File: src/pie_pkg.sv
/*
 * Package for the peripheral interrupt enable and priority block:
 * register offsets, bit positions, reset values and state types.
 * Assumes a 32-bit APB register bus; each register is one aligned word.
 */
package pie_pkg;
    localparam int DW = 32;
    localparam int AW = 8;
    localparam int REG_W = 8;

    // Byte offsets of the register map
    localparam logic [AW-1:0] OFF_ENABLE3 = 8'h00;
    localparam logic [AW-1:0] OFF_PRIO1 = 8'h04;
    localparam logic [AW-1:0] OFF_RESET_STATUS = 8'h08;
    localparam logic [AW-1:0] OFF_REQ_RAW = 8'h0c;
    localparam logic [AW-1:0] OFF_IRQ_STATUS = 8'h10;
    localparam logic [AW-1:0] OFF_IRQ_ENABLE = 8'h14;
    localparam logic [AW-1:0] OFF_IRQ_CLEAR = 8'h18;
    localparam logic [AW-1:0] OFF_MODE = 8'h1c;

    // Third enable register fields
    localparam int EN_CAPCOMP3 = 0;
    localparam int EN_CAPCOMP4 = 1;
    localparam int EN_CAPCOMP5 = 2;
    localparam int EN_TIMER4 = 3;
    localparam int EN_UART2_TX = 4;
    localparam int EN_UART2_RX = 5;
    localparam int EN_SRC_N = 6;
    localparam logic [REG_W-1:0] ENABLE3_MASK = 8'h3f;
    localparam logic [REG_W-1:0] ENABLE3_RST = 8'h00;

    // First priority register: bit 7 is the parallel slave port
    localparam int PRIO_SRC_N = 8;
    localparam int PRIO_PAR_PORT = 7;
    localparam logic [REG_W-1:0] PRIO1_RST = 8'hff;

    // Reset-status register: priority enable in bit 7
    localparam int RSTAT_PRIO_EN = 7;
    localparam logic [REG_W-1:0] RSTAT_RW_MASK = 8'h80;

    // Mode register: bit 0 selects microcontroller mode
    localparam int MODE_MCU = 0;

    // Interrupt status layout
    localparam int IS_HIGH = 0;
    localparam int IS_LOW = 1;
    localparam int IS_BAD_ADDR = 2;
    localparam int IS_N = 3;

    typedef enum logic [1:0] {
        PIE_LVL_NONE,
        PIE_LVL_LOW,
        PIE_LVL_HIGH
    } pie_level_t;

    typedef enum logic {
        PIE_BUS_IDLE,
        PIE_BUS_DONE
    } pie_bus_t;
endpackage : pie_pkg

File: src/pie_prio_route.sv
/*
 * Combinational router: gated requests go to the high or low level.
 * Assumes requests are already enable-gated and on ref_clk.
 */
`timescale 1ns/1ps
`default_nettype none
module pie_prio_route (
    input wire logic [pie_pkg::PRIO_SRC_N-1:0] reqIn,  // Gated requests
    input wire logic [pie_pkg::PRIO_SRC_N-1:0] prioIn, // 1 = high
    input wire logic prioEn,                           // Two-level mode
    output logic toHigh,                               // Any to high
    output logic toLow                                 // Any to low
);
    import pie_pkg::*;
    logic [PRIO_SRC_N-1:0] hiVec;
    logic [PRIO_SRC_N-1:0] loVec;

    genvar g;
    generate
        for (g = 0; g < PRIO_SRC_N; g++) begin : gRoute
            // Compatibility mode sends every request to the high level
            assign hiVec[g] = reqIn[g] & (~prioEn | prioIn[g]);
            assign loVec[g] = reqIn[g] & prioEn & ~prioIn[g];
        end
    endgenerate

    assign toHigh = |hiVec;
    assign toLow = |loVec;
endmodule : pie_prio_route
`default_nettype wire

File: src/pie_regs.sv
/*
 * Peripheral interrupt enable/priority block with APB slave.
 * Assumes request inputs come from pins or other domains and are
 * synchronised here; APB is on ref_clk, and writes take effect on
 * the edge that ends the access.
 */
// Notes on behaviour
// - UART2 receive passes only when enabled.
// - UART2 transmit gated by its enable bit.
// - Timer-4 period match gated by enable.
// - Capture/compare 3,4,5 each own enable.
// - Priority bits held, one per source; the enable-3 sources have none here and always go to the high level.
// - Priority ignored unless global enable set.
// - Priority bit 1 high, 0 low.
// - Parallel port priority only in microcontroller mode.
// - Global priority enable is status bit 7.
`timescale 1ns/1ps
`default_nettype none
module pie_regs (
    input wire logic ref_clk,                        // 100 MHz clock
    input wire logic srst,                           // Sync reset, high
    input wire logic psel,                           // APB select
    input wire logic penable,                        // APB enable
    input wire logic pwrite,                         // APB write
    input wire logic [pie_pkg::AW-1:0] paddr,        // APB byte address
    input wire logic [pie_pkg::DW-1:0] pwdata,       // APB write data
    output logic [pie_pkg::DW-1:0] prdata,           // APB read data
    output logic pready,                             // APB ready
    output logic pslverr,                            // APB error
    input wire logic [pie_pkg::EN_SRC_N-1:0] reqGrp3, // Enable-3 sources
    input wire logic [pie_pkg::PRIO_SRC_N-1:0] reqGrp1, // Prio-1 sources
    output logic [pie_pkg::EN_SRC_N-1:0] reqGated3,  // Gated requests
    output logic cpuIrqHigh,                         // High level request
    output logic cpuIrqLow,                          // Low level request
    output logic irq                                 // Summary interrupt
);
    import pie_pkg::*;

    logic [EN_SRC_N-1:0] req3M_r, req3S_r, req3M_nxt, req3S_nxt;
    logic [PRIO_SRC_N-1:0] req1M_r, req1S_r, req1M_nxt, req1S_nxt;
    logic [REG_W-1:0] enable3_r, enable3_nxt;
    logic [REG_W-1:0] prio1_r, prio1_nxt;
    logic [REG_W-1:0] rstat_r, rstat_nxt;
    logic [REG_W-1:0] mode_r, mode_nxt;
    logic [IS_N-1:0] isStat_r, isStat_nxt;
    logic [IS_N-1:0] isEn_r, isEn_nxt;
    logic [DW-1:0] prdata_r, prdata_nxt;
    logic [1:0] lvl_r, lvl_nxt;
    logic cpuHigh_r, cpuLow_r, cpuHigh_nxt, cpuLow_nxt;
    pie_bus_t busSt_r, busSt_nxt;

    logic setup;
    logic wrAcc;
    logic rdAcc;
    logic hit;
    logic [PRIO_SRC_N-1:0] prioEff;
    logic [PRIO_SRC_N-1:0] req1Gated;
    logic toHigh;
    logic toLow;
    logic [IS_N-1:0] evt;
    logic [IS_N-1:0] clr;
    logic wrEnable3;
    logic wrPrio1;
    logic wrRstat;
    logic wrMode;
    logic wrIsEn;
    logic wrClr;
    logic [DW-1:0] rdWord;
    logic errFlag_r;
    logic errFlag_nxt;

    function automatic logic addrKnown(input logic [AW-1:0] a);
        addrKnown = (a == OFF_ENABLE3) || (a == OFF_PRIO1) ||
                    (a == OFF_RESET_STATUS) || (a == OFF_REQ_RAW) ||
                    (a == OFF_IRQ_STATUS) || (a == OFF_IRQ_ENABLE) ||
                    (a == OFF_IRQ_CLEAR) || (a == OFF_MODE);
    endfunction : addrKnown

    // Write strobe for one register: only on the edge that ends the access
    function automatic logic wrSel(input logic acc,
                                   input logic [AW-1:0] a,
                                   input logic [AW-1:0] off);
        wrSel = acc && (a == off);
    endfunction : wrSel

    // Two flops per request; only the second stage is read by logic
    always_comb begin
        req3M_nxt = reqGrp3;
        req3S_nxt = req3M_r;
        req1M_nxt = reqGrp1;
        req1S_nxt = req1M_r;
    end

    always_ff @(posedge ref_clk) begin
        if (srst) begin
            req3M_r <= '0;
            req3S_r <= '0;
            req1M_r <= '0;
            req1S_r <= '0;
        end else begin
            req3M_r <= req3M_nxt;
            req3S_r <= req3S_nxt;
            req1M_r <= req1M_nxt;
            req1S_r <= req1S_nxt;
        end
    end

    // Request gating and routing
    genvar g;
    generate
        for (g = 0; g < EN_SRC_N; g++) begin : gGate
            assign reqGated3[g] = req3S_r[g] & enable3_r[g];
        end
    endgenerate

    // Outside microcontroller mode the parallel-port request is masked and its priority held at high
    always_comb begin
        prioEff = prio1_r;
        if (!mode_r[MODE_MCU]) begin
            prioEff[PRIO_PAR_PORT] = 1'b1;
        end
        req1Gated = req1S_r;
        if (!mode_r[MODE_MCU]) begin
            req1Gated[PRIO_PAR_PORT] = 1'b0;
        end
    end

    pie_prio_route uRoute (
        .reqIn(req1Gated),
        .prioIn(prioEff),
        .prioEn(rstat_r[RSTAT_PRIO_EN]),
        .toHigh(toHigh),
        .toLow(toLow)
    );

    // The third-group sources carry no priority bit in this block, so they
    // join the high level; their own priority register lives elsewhere.
    always_comb begin
        cpuHigh_nxt = toHigh | (|reqGated3);
        cpuLow_nxt = toLow;
        lvl_nxt = cpuHigh_nxt ? 2'(PIE_LVL_HIGH) :
                  (cpuLow_nxt ? 2'(PIE_LVL_LOW) : 2'(PIE_LVL_NONE));
    end

    always_ff @(posedge ref_clk) begin
        if (srst) begin
            cpuHigh_r <= 1'b0;
            cpuLow_r <= 1'b0;
            lvl_r <= '0;
        end else begin
            cpuHigh_r <= cpuHigh_nxt;
            cpuLow_r <= cpuLow_nxt;
            lvl_r <= lvl_nxt;
        end
    end

    assign cpuIrqHigh = cpuHigh_r;
    assign cpuIrqLow = cpuLow_r;

    // APB: one wait state. The request is taken at the first access edge,
    // where read data is registered; pready follows one cycle later.
    // Writes land on the edge at which pready is sampled high, so a
    // master that gives up before then stores nothing, though an unmapped address still sets its bad-address status bit.
    assign setup = psel & penable & (busSt_r == PIE_BUS_IDLE);
    assign hit = addrKnown(paddr);
    assign rdAcc = setup & ~pwrite;
    assign wrAcc = psel & penable & pwrite & hit & pready;

    // Per-register write strobes
    assign wrEnable3 = wrSel(wrAcc, paddr, OFF_ENABLE3);
    assign wrPrio1 = wrSel(wrAcc, paddr, OFF_PRIO1);
    assign wrRstat = wrSel(wrAcc, paddr, OFF_RESET_STATUS);
    assign wrMode = wrSel(wrAcc, paddr, OFF_MODE);
    assign wrIsEn = wrSel(wrAcc, paddr, OFF_IRQ_ENABLE);
    assign wrClr = wrSel(wrAcc, paddr, OFF_IRQ_CLEAR);

    // Events: a rising level on each output, or a bad address
    assign evt[IS_HIGH] = cpuHigh_nxt & ~cpuHigh_r;
    assign evt[IS_LOW] = cpuLow_nxt & ~cpuLow_r;
    assign evt[IS_BAD_ADDR] = setup & ~hit;
    assign clr = wrClr ? pwdata[IS_N-1:0] : '0;

    // Bus state: idle until taken, then one cycle with pready high
    always_comb begin
        busSt_nxt = busSt_r;
        case (busSt_r)
            PIE_BUS_IDLE: begin
                if (setup) begin
                    busSt_nxt = PIE_BUS_DONE;
                end
            end
            PIE_BUS_DONE: busSt_nxt = PIE_BUS_IDLE;
            default: busSt_nxt = PIE_BUS_IDLE;
        endcase
    end

    always_ff @(posedge ref_clk) begin
        if (srst) begin
            busSt_r <= PIE_BUS_IDLE;
        end else begin
            busSt_r <= busSt_nxt;
        end
    end

    // Third enable register; the two top bits are never stored
    always_comb begin
        enable3_nxt = enable3_r;
        if (wrEnable3) begin
            enable3_nxt = pwdata[REG_W-1:0] & ENABLE3_MASK;
        end
    end

    always_ff @(posedge ref_clk) begin
        if (srst) begin
            enable3_r <= ENABLE3_RST;
        end else begin
            enable3_r <= enable3_nxt;
        end
    end

    // First priority register, one bit per source
    always_comb begin
        prio1_nxt = prio1_r;
        if (wrPrio1) begin
            prio1_nxt = pwdata[REG_W-1:0];
        end
    end

    always_ff @(posedge ref_clk) begin
        if (srst) begin
            prio1_r <= PRIO1_RST;
        end else begin
            prio1_r <= prio1_nxt;
        end
    end

    // Reset-status register: only the priority enable is held here; the
    // reset-cause flags belong to the reset logic and read as zero
    always_comb begin
        rstat_nxt = rstat_r;
        if (wrRstat) begin
            rstat_nxt = pwdata[REG_W-1:0] & RSTAT_RW_MASK;
        end
    end

    always_ff @(posedge ref_clk) begin
        if (srst) begin
            rstat_r <= '0;
        end else begin
            rstat_r <= rstat_nxt;
        end
    end

    // Mode register: only the microcontroller-mode bit is stored
    always_comb begin
        mode_nxt = mode_r;
        if (wrMode) begin
            mode_nxt = '0;
            mode_nxt[MODE_MCU] = pwdata[MODE_MCU];
        end
    end

    always_ff @(posedge ref_clk) begin
        if (srst) begin
            mode_r <= '0;
        end else begin
            mode_r <= mode_nxt;
        end
    end

    // Interrupt status and enable; a set in the clearing cycle wins
    always_comb begin
        isStat_nxt = (isStat_r & ~clr) | evt;
        isEn_nxt = isEn_r;
        if (wrIsEn) begin
            isEn_nxt = pwdata[IS_N-1:0];
        end
    end

    always_ff @(posedge ref_clk) begin
        if (srst) begin
            isStat_r <= '0;
            isEn_r <= '0;
        end else begin
            isStat_r <= isStat_nxt;
            isEn_r <= isEn_nxt;
        end
    end

    // Read mux; unmapped and write-only offsets read as zero
    always_comb begin
        case (paddr)
            OFF_ENABLE3: rdWord = DW'(enable3_r & ENABLE3_MASK);
            OFF_PRIO1: rdWord = DW'(prio1_r);
            OFF_RESET_STATUS: rdWord = DW'(rstat_r);
            OFF_REQ_RAW: rdWord = DW'({req1S_r, 2'h0, req3S_r});
            OFF_IRQ_STATUS: rdWord = DW'({lvl_r, 3'h0, isStat_r});
            OFF_IRQ_ENABLE: rdWord = DW'(isEn_r);
            OFF_MODE: rdWord = DW'(mode_r);
            default: rdWord = '0;
        endcase
    end

    // Read data is captured when the request is taken and holds until the
    // next transfer, so it is settled through the cycle with pready high
    always_comb begin
        prdata_nxt = prdata_r;
        if (setup) begin
            prdata_nxt = rdAcc ? rdWord : '0;
        end
    end

    always_ff @(posedge ref_clk) begin
        if (srst) begin
            prdata_r <= '0;
        end else begin
            prdata_r <= prdata_nxt;
        end
    end

    // Error flag for the transfer in flight; pslverr shows it with pready
    always_comb begin
        errFlag_nxt = errFlag_r;
        if (setup) begin
            errFlag_nxt = ~hit;
        end
    end

    always_ff @(posedge ref_clk) begin
        if (srst) begin
            errFlag_r <= 1'b0;
        end else begin
            errFlag_r <= errFlag_nxt;
        end
    end

    assign pready = (busSt_r == PIE_BUS_DONE);
    assign pslverr = pready & errFlag_r;
    assign prdata = prdata_r;
    assign irq = |(isStat_r & isEn_r);
endmodule : pie_regs
`default_nettype wire

File: config.mk
export PLATFORM = sky130hd
export DESIGN_NAME = pie_regs
export DESIGN_NICKNAME = d
export VERILOG_FILES = /design/src/pie_pkg.sv /design/src/pie_prio_route.sv /design/src/pie_regs.sv
export SDC_FILE = /design/constraint.sdc
export NUM_CORES = 1
export LEC_CHECK = 0
export BUFFER_PORTS_ARGS = -buffer_cell sky130_fd_sc_hd__buf_2
export CORE_MARGIN = 2
export CORE_UTILIZATION = 50
export CTS_CLUSTER_SIZE = 30
export DETAILED_ROUTE_END_ITERATION = 12
export PLACE_DENSITY = 0.9
export SKIP_CTS_REPAIR_TIMING = 1
export SYNTH_ARGS = -nofsm -noshare
export SYNTH_HDL_FRONTEND = slang
export SYNTH_SLANG_ARGS = --single-unit
File: constraint.sdc
create_clock -name ref_clk -period 1.74 [get_ports ref_clk]
set_input_delay 0.174 -clock ref_clk [delete_from_list [all_inputs] [get_ports ref_clk]]
set_output_delay 0.174 -clock ref_clk [all_outputs]
set_load 0.01 [all_outputs]
**Word level (Yosys, flattened, before mapping)**

Index checks and enable logic that the tools add are counted.

- Register bits after elaboration: 88
- Output and inout port bits: 43
- Bits of input ports: 59

- Muxes and demuxes: 9
- Bitwise logic cells: 67
- Eq/ne operators: 7
- Reductions and logical operators: 19

Operators by type and width:

| operator | count |
|---|---|
| case mux 16 bit (7 select lines) | 1 |
| bitwise AND 1 bit | 40 |
| == test 8 x 5 -> 1 bit, second input constant | 4 |
| two-way mux 32 bit | 1 |
| == test 8 x 4 -> 1 bit, second input constant | 2 |
| OR reduction 8 bit | 2 |
| NOT 1 bit | 14 |
| OR 1 bit | 9 |
| == test 8 x 3 -> 1 bit, second input constant | 1 |
| zero test 8 bit | 1 |
| logical OR 1 bit | 7 |
| bitwise AND 3 bit | 2 |
| logical AND 1 bit | 6 |
| OR reduction 6 bit | 1 |
| two-way mux 1 bit | 4 |
| two-way mux 3 bit | 1 |
| NOT 3 bit | 1 |
| OR 3 bit | 1 |
| OR reduction 3 bit | 1 |
| two-way mux 2 bit | 1 |
| case mux 1 bit (2 select lines) | 1 |
| OR reduction 2 bit | 1 |

**Logic depth before layout (Yosys ltp)**

- Depth after elaboration: 15
- Gate-level depth with buffers: 6
- Depth with buffers taken out: 4

**Hierarchy**

From an unflattened synthesis, not the netlist that was laid out.

- Cells, all modules: 316
- Area total of the unflattened synthesis: 3039.2 µm²

By module, submodules not included:

| module | instances | cells each | area an instance (µm²) |
|---|---|---|---|
| pie_regs | 1 | 295 | 2907.8 |
| pie_prio_route | 1 | 21 | 131.4 |

**Worst setup path before layout**

OpenSTA, ideal clock, no wires.

- Kind: register to register
- Start point: register req3S_r[1]
- End point: register isStat_r[0]
- Path slack: 0.279 ns
- Cell stages (with the launch flop): 5
- Data arrival time: 1.333 ns
- Library setup time: 0.128 ns
- Cell sequence: dfxtp_1 and2_1 or4_4 nor4_4 o31ai_1

- Cells in the longest elaborated chain, start to end: 5

Ends and longest elaborated chain:

| item | RTL line | RTL |
|---|---|---|
| start: declaration | pie_regs.sv:39 | `logic [EN_SRC_N-1:0] req3M_r, req3S_r, req3M_nxt, req3S_nxt;` |
| start signal: assignment | pie_regs.sv:102 | `req3S_r <= req3S_nxt;` |
| bitwise AND 1 bit | pie_regs.sv:112 | `assign reqGated3[g] = req3S_r[g] & enable3_r[g];` |
| named net reqGated3 (one bit) | pie_regs.sv:32 | `output logic [pie_pkg::EN_SRC_N-1:0] reqGated3,` |
| OR reduction 6 bit | pie_regs.sv:139 | `cpuHigh_nxt = toHigh \| (\|reqGated3);` |
| OR 1 bit | pie_regs.sv:139 |  |
| bitwise AND 1 bit | pie_regs.sv:178 | `assign evt[IS_HIGH] = cpuHigh_nxt & ~cpuHigh_r;` |
| OR 3 bit | pie_regs.sv:273 | `isStat_nxt = (isStat_r & ~clr) \| evt;` |
| end signal: assignment | pie_regs.sv:285 | `isStat_r <= isStat_nxt;` |
| end: declaration | pie_regs.sv:45 | `logic [IS_N-1:0] isStat_r, isStat_nxt;` |

The timed path passes the listed nets, and every way through them passes these cells.
A chain may end at the register's enable or synchronous reset.

**Final worst setup path**

- Start point: register busSt_r, in the netlist pready
- End point: register enable3_r[3]

- Cells in the longest elaborated chain, start to end: 2

Ends and longest elaborated chain:

| item | RTL line | RTL |
|---|---|---|
| start: declaration | pie_regs.sv:50 | `pie_bus_t busSt_r, busSt_nxt;` |
| start signal: assignment | pie_regs.sv:201 | `busSt_r <= busSt_nxt;` |
| bitwise AND 1 bit | pie_regs.sv:167 | `assign wrAcc = psel & penable & pwrite & hit & pready;` |
| logical AND 1 bit | pie_regs.sv:83 | `wrSel = acc && (a == off);` |
| end signal: assignment | pie_regs.sv:217 | `enable3_r <= enable3_nxt;` |
| end: declaration | pie_regs.sv:41 | `logic [REG_W-1:0] enable3_r, enable3_nxt;` |

No other way between the ends.

==> summary by stage <==
Outcome
The flow ran to the end, and the final reports show no timing, DRC or antenna violations.

Worst setup path
The worst path required time is between 2000 and 2500 ps. Traced cell by cell, the critical path runs through and4_1, and3_2, and3b_1, mux2i_1. The critical path is of the reg -> reg type. STA classifies the critical path endpoint as a flop.

The worst-path cell with the longest stage delay is sky130_fd_sc_hd__and3_2. For the worst setup path, the data arrival time is 1900 ps. Along the worst path, the maximum fanout reaches 14. The startpoint type of the worst setup path is a flop. The worst stage delay on the critical path is 390 ps.

Synthesis
The synthesis warning total is 0. The total of flip-flops plus latches after synthesis is 71. The synthesized instance count is 317. After synthesis the cells add up to 3070 µm². The mean area per synthesized cell is 9.68 µm².

The async set-or-reset flop fraction in the synthesized netlist is 0%. The area share of the largest cell type after synthesis is a little under half. After synthesis, the cell types taking the most area are sky130_fd_sc_hd__dfxtp_1 (46%), sky130_fd_sc_hd__nor2b_1 (5.9%), sky130_fd_sc_hd__mux2i_1 (5.2%). The largest total area in the synthesized netlist belongs to sky130_fd_sc_hd__dfxtp_1.

In the synthesized netlist the dominant register cell turns out to be sky130_fd_sc_hd__dfxtp_1. After synthesis, flip-flops and latches occupy 46.3% of the total area. The count of different cell masters after synthesis is 53. Counting flops with a built-in enable in the synthesized netlist gives 0.

Hold path
In this run the worst hold path is classified as in -> reg.

Global route
The initial antenna violation count was 0. The number of global-route vias before repair was 2,341. The first global-routing pass estimated between 10 and 15 mm of wire. The pin count of the biggest net entering global routing is 56.

The leftover overflow at the end of global routing is 0. The overall track demand over capacity in global routing is 21.9%.

Clocking
After clock tree synthesis, the clock-pin slew on the worst setup and hold paths is 80 ps. The clock insertion delay at the later pin of the skew report is approximately 360 ps. The H-tree was split into 3 levels. The largest buffer count on any clock path is 2. TritonCTS built the clock tree. The clock sink count is 71. Counting the buffers created by CTS gives 9. The root buffer cell chosen for the clock tree is sky130_fd_sc_hd__clkbuf_8.

Finish
The leading cell type in the layout, fill and taps excluded is sky130_fd_sc_hd__dfxtp_1. The number of nets in the layout is 439. In the layout the commonest cells are sky130_fd_sc_hd__dfxtp_1 (71), sky130_fd_sc_hd__buf_2 (61), sky130_fd_sc_hd__nor2b_1 (29), sky130_fd_sc_hd__nand2_1 (22), sky130_fd_sc_hd__nor2_1 (17). Compared with the post-synthesis result, the final layout area differs by 16.9%. The number of standard cells in the final layout excluding fillers is 460.

The post-route netlist has 27.0% of its cells at a drive strength greater than 1. The number of antenna diodes in the final layout is 0. Once layout is complete, the utilization of the core stands at around 60%.

Placed design
Detailed placement ended at an HPWL of a little over 5 mm. Timing analysis after detailed placement gives a worst setup slack of 188 ps. The cell count after placement is ~440. During placement, the flow inserted port buffers numbering 61.

The weighted congestion reported at the end of routability-driven placement is 0.873.

Route
The detailed-router iteration count before antenna repair is 5. The via density per instance is 5.62. In the routed design, unresolved DRC markers number 0. The detailed router finished its first iteration with 294 violations. The via count is around 2,600.

The wire length per cell is 15.7 µm. The total length of routed wires is 7.24 mm. Once detail routing completed, the nets flagged for antenna violations numbered 0.

Timing
For the pin with the worst max-slew slack, the measured transition is 538 ps. On the final layout, the worst clock skew is between 10 and 15 ps. The fmax is 616 MHz. The final-report max-slew violation count is 0. The count of final hold-check violations is 0. After layout, the worst setup slack is between 100 and 150 ps. The final period demand of the worst path is roughly 1600 ps. Setup repair after global routing left no endpoint under its margin. Dividing the final minimum period by the clock period gives 93.3%. Adding up every negative setup slack in the final design gives 0 ps.

The tightest slew margin relative to the limit is 64.1%. The number of endpoints failing setup at the final stage is 0.

Floorplan
The die outline height is 82.3 µm. The region available for standard cell placement spans approximately 6000 µm². The effective utilization at floorplan is 51.8%. The width of the die is just over 80 µm.

The number of standard-cell rows in the floorplan is 28. The I/O pin count is 102. The area of the die is 6780 µm².

Run
The tool flagged a number of max-cap violations equal to 0.

Pwr
In this run the static leakage power is roughly 1.6 nW. The worst vdd rail ir drop is 0.603 mV. Dividing total power by cell area gives a power density of about 890 nW/µm².
synthesized netlist by cell type (all sizes together), types with 2 or more instances:
master,count
nand4,3
a21oi,5
a222oi,2
a211o,8
and2,9
nor3b,2
nor2,17
and3b,3
o2bb2ai,2
nor4,6
mux2,4
clkbuf,12
and3,11
mux2i,16
buf,22
nand3b,5
nand2b,4
dfxtp,71
nand2,23
or4,2
o21ai,9
a22oi,16
nor3,2
nand3,9
inv,9
nor2b,29
stage by stage:
stage,power (W),instance area [µm²],hold WS (ps)
finish,0.00317,3590,22.3
global route,0.00328,3590,18.9
floorplan,0.00190,3120,302
global placement,0.00196,3400,384
CTS,0.00320,3590,7.85
detailed placement,0.00196,3400,386
cell families after synthesis:
group	Yosys count	synth area share [%]
other	1	0.122
AO/OA/AOI/OAI	52	12.6
multiplexers	20	6.69
AND/OR/NAND/NOR	130	26.7
buffers and inverters	43	7.54
flip-flops	71	46.3
layout make-up:
class / instances / area (µm²)
fill: 520 / 2330
sequential: 71 / 1420
timing repair buffer: 71 / 380
tap: 75 / 93.8
inverter: 9 / 33.8
clock inverter: 7 / 61.3
clock buffer: 9 / 124
multi-input combinational: 218 / 1470
routing by layer:
metal / vias up / routed length, µm / track usage, %
li1: 1207 / - / -
met2: 146 / 3540 / 36.9
met5: - / 0 / 0
met3: 25 / 546 / 4.24
met1: 1206 / 2940 / 25.7
met4: 0 / 212 / 12.8
power breakdown:
part	internal, W	switching, W
clock	0.000546	0.000693
sequential	0.00166	0.0000242
combinational	0.000100	0.000147
total	0.00231	0.000864
worst paths after layout:
kind / start / to / slack, ps / cells after the start
worst min-delay path: reqGrp1[0] / req1M_r[0] / 20 / 2
worst max-delay path: pready / enable3_r[3] / 120 / 4
worst max register to register: pready / enable3_r[3] / 120 / 4
worst min register to register: req1M_r[7] / req1S_r[7] / 440 / 1
state kept, by name, summed over array words and instances, names as in the netlist, 3 cells and up:
name / cells
prio1_r: 8
isEn_r: 3
enable3_r: 6
req3S_r: 6
isStat_r: 3
req3M_r: 6
req1M_r: 8
prdata: 16
req1S_r: 8
worst max-delay path, delay by kind of cell (launching register included):
kind	cells	cell delay, ps
mux	1	220
flops	1	360
simple gates	3	980
(Power assumes the default switching activity.)
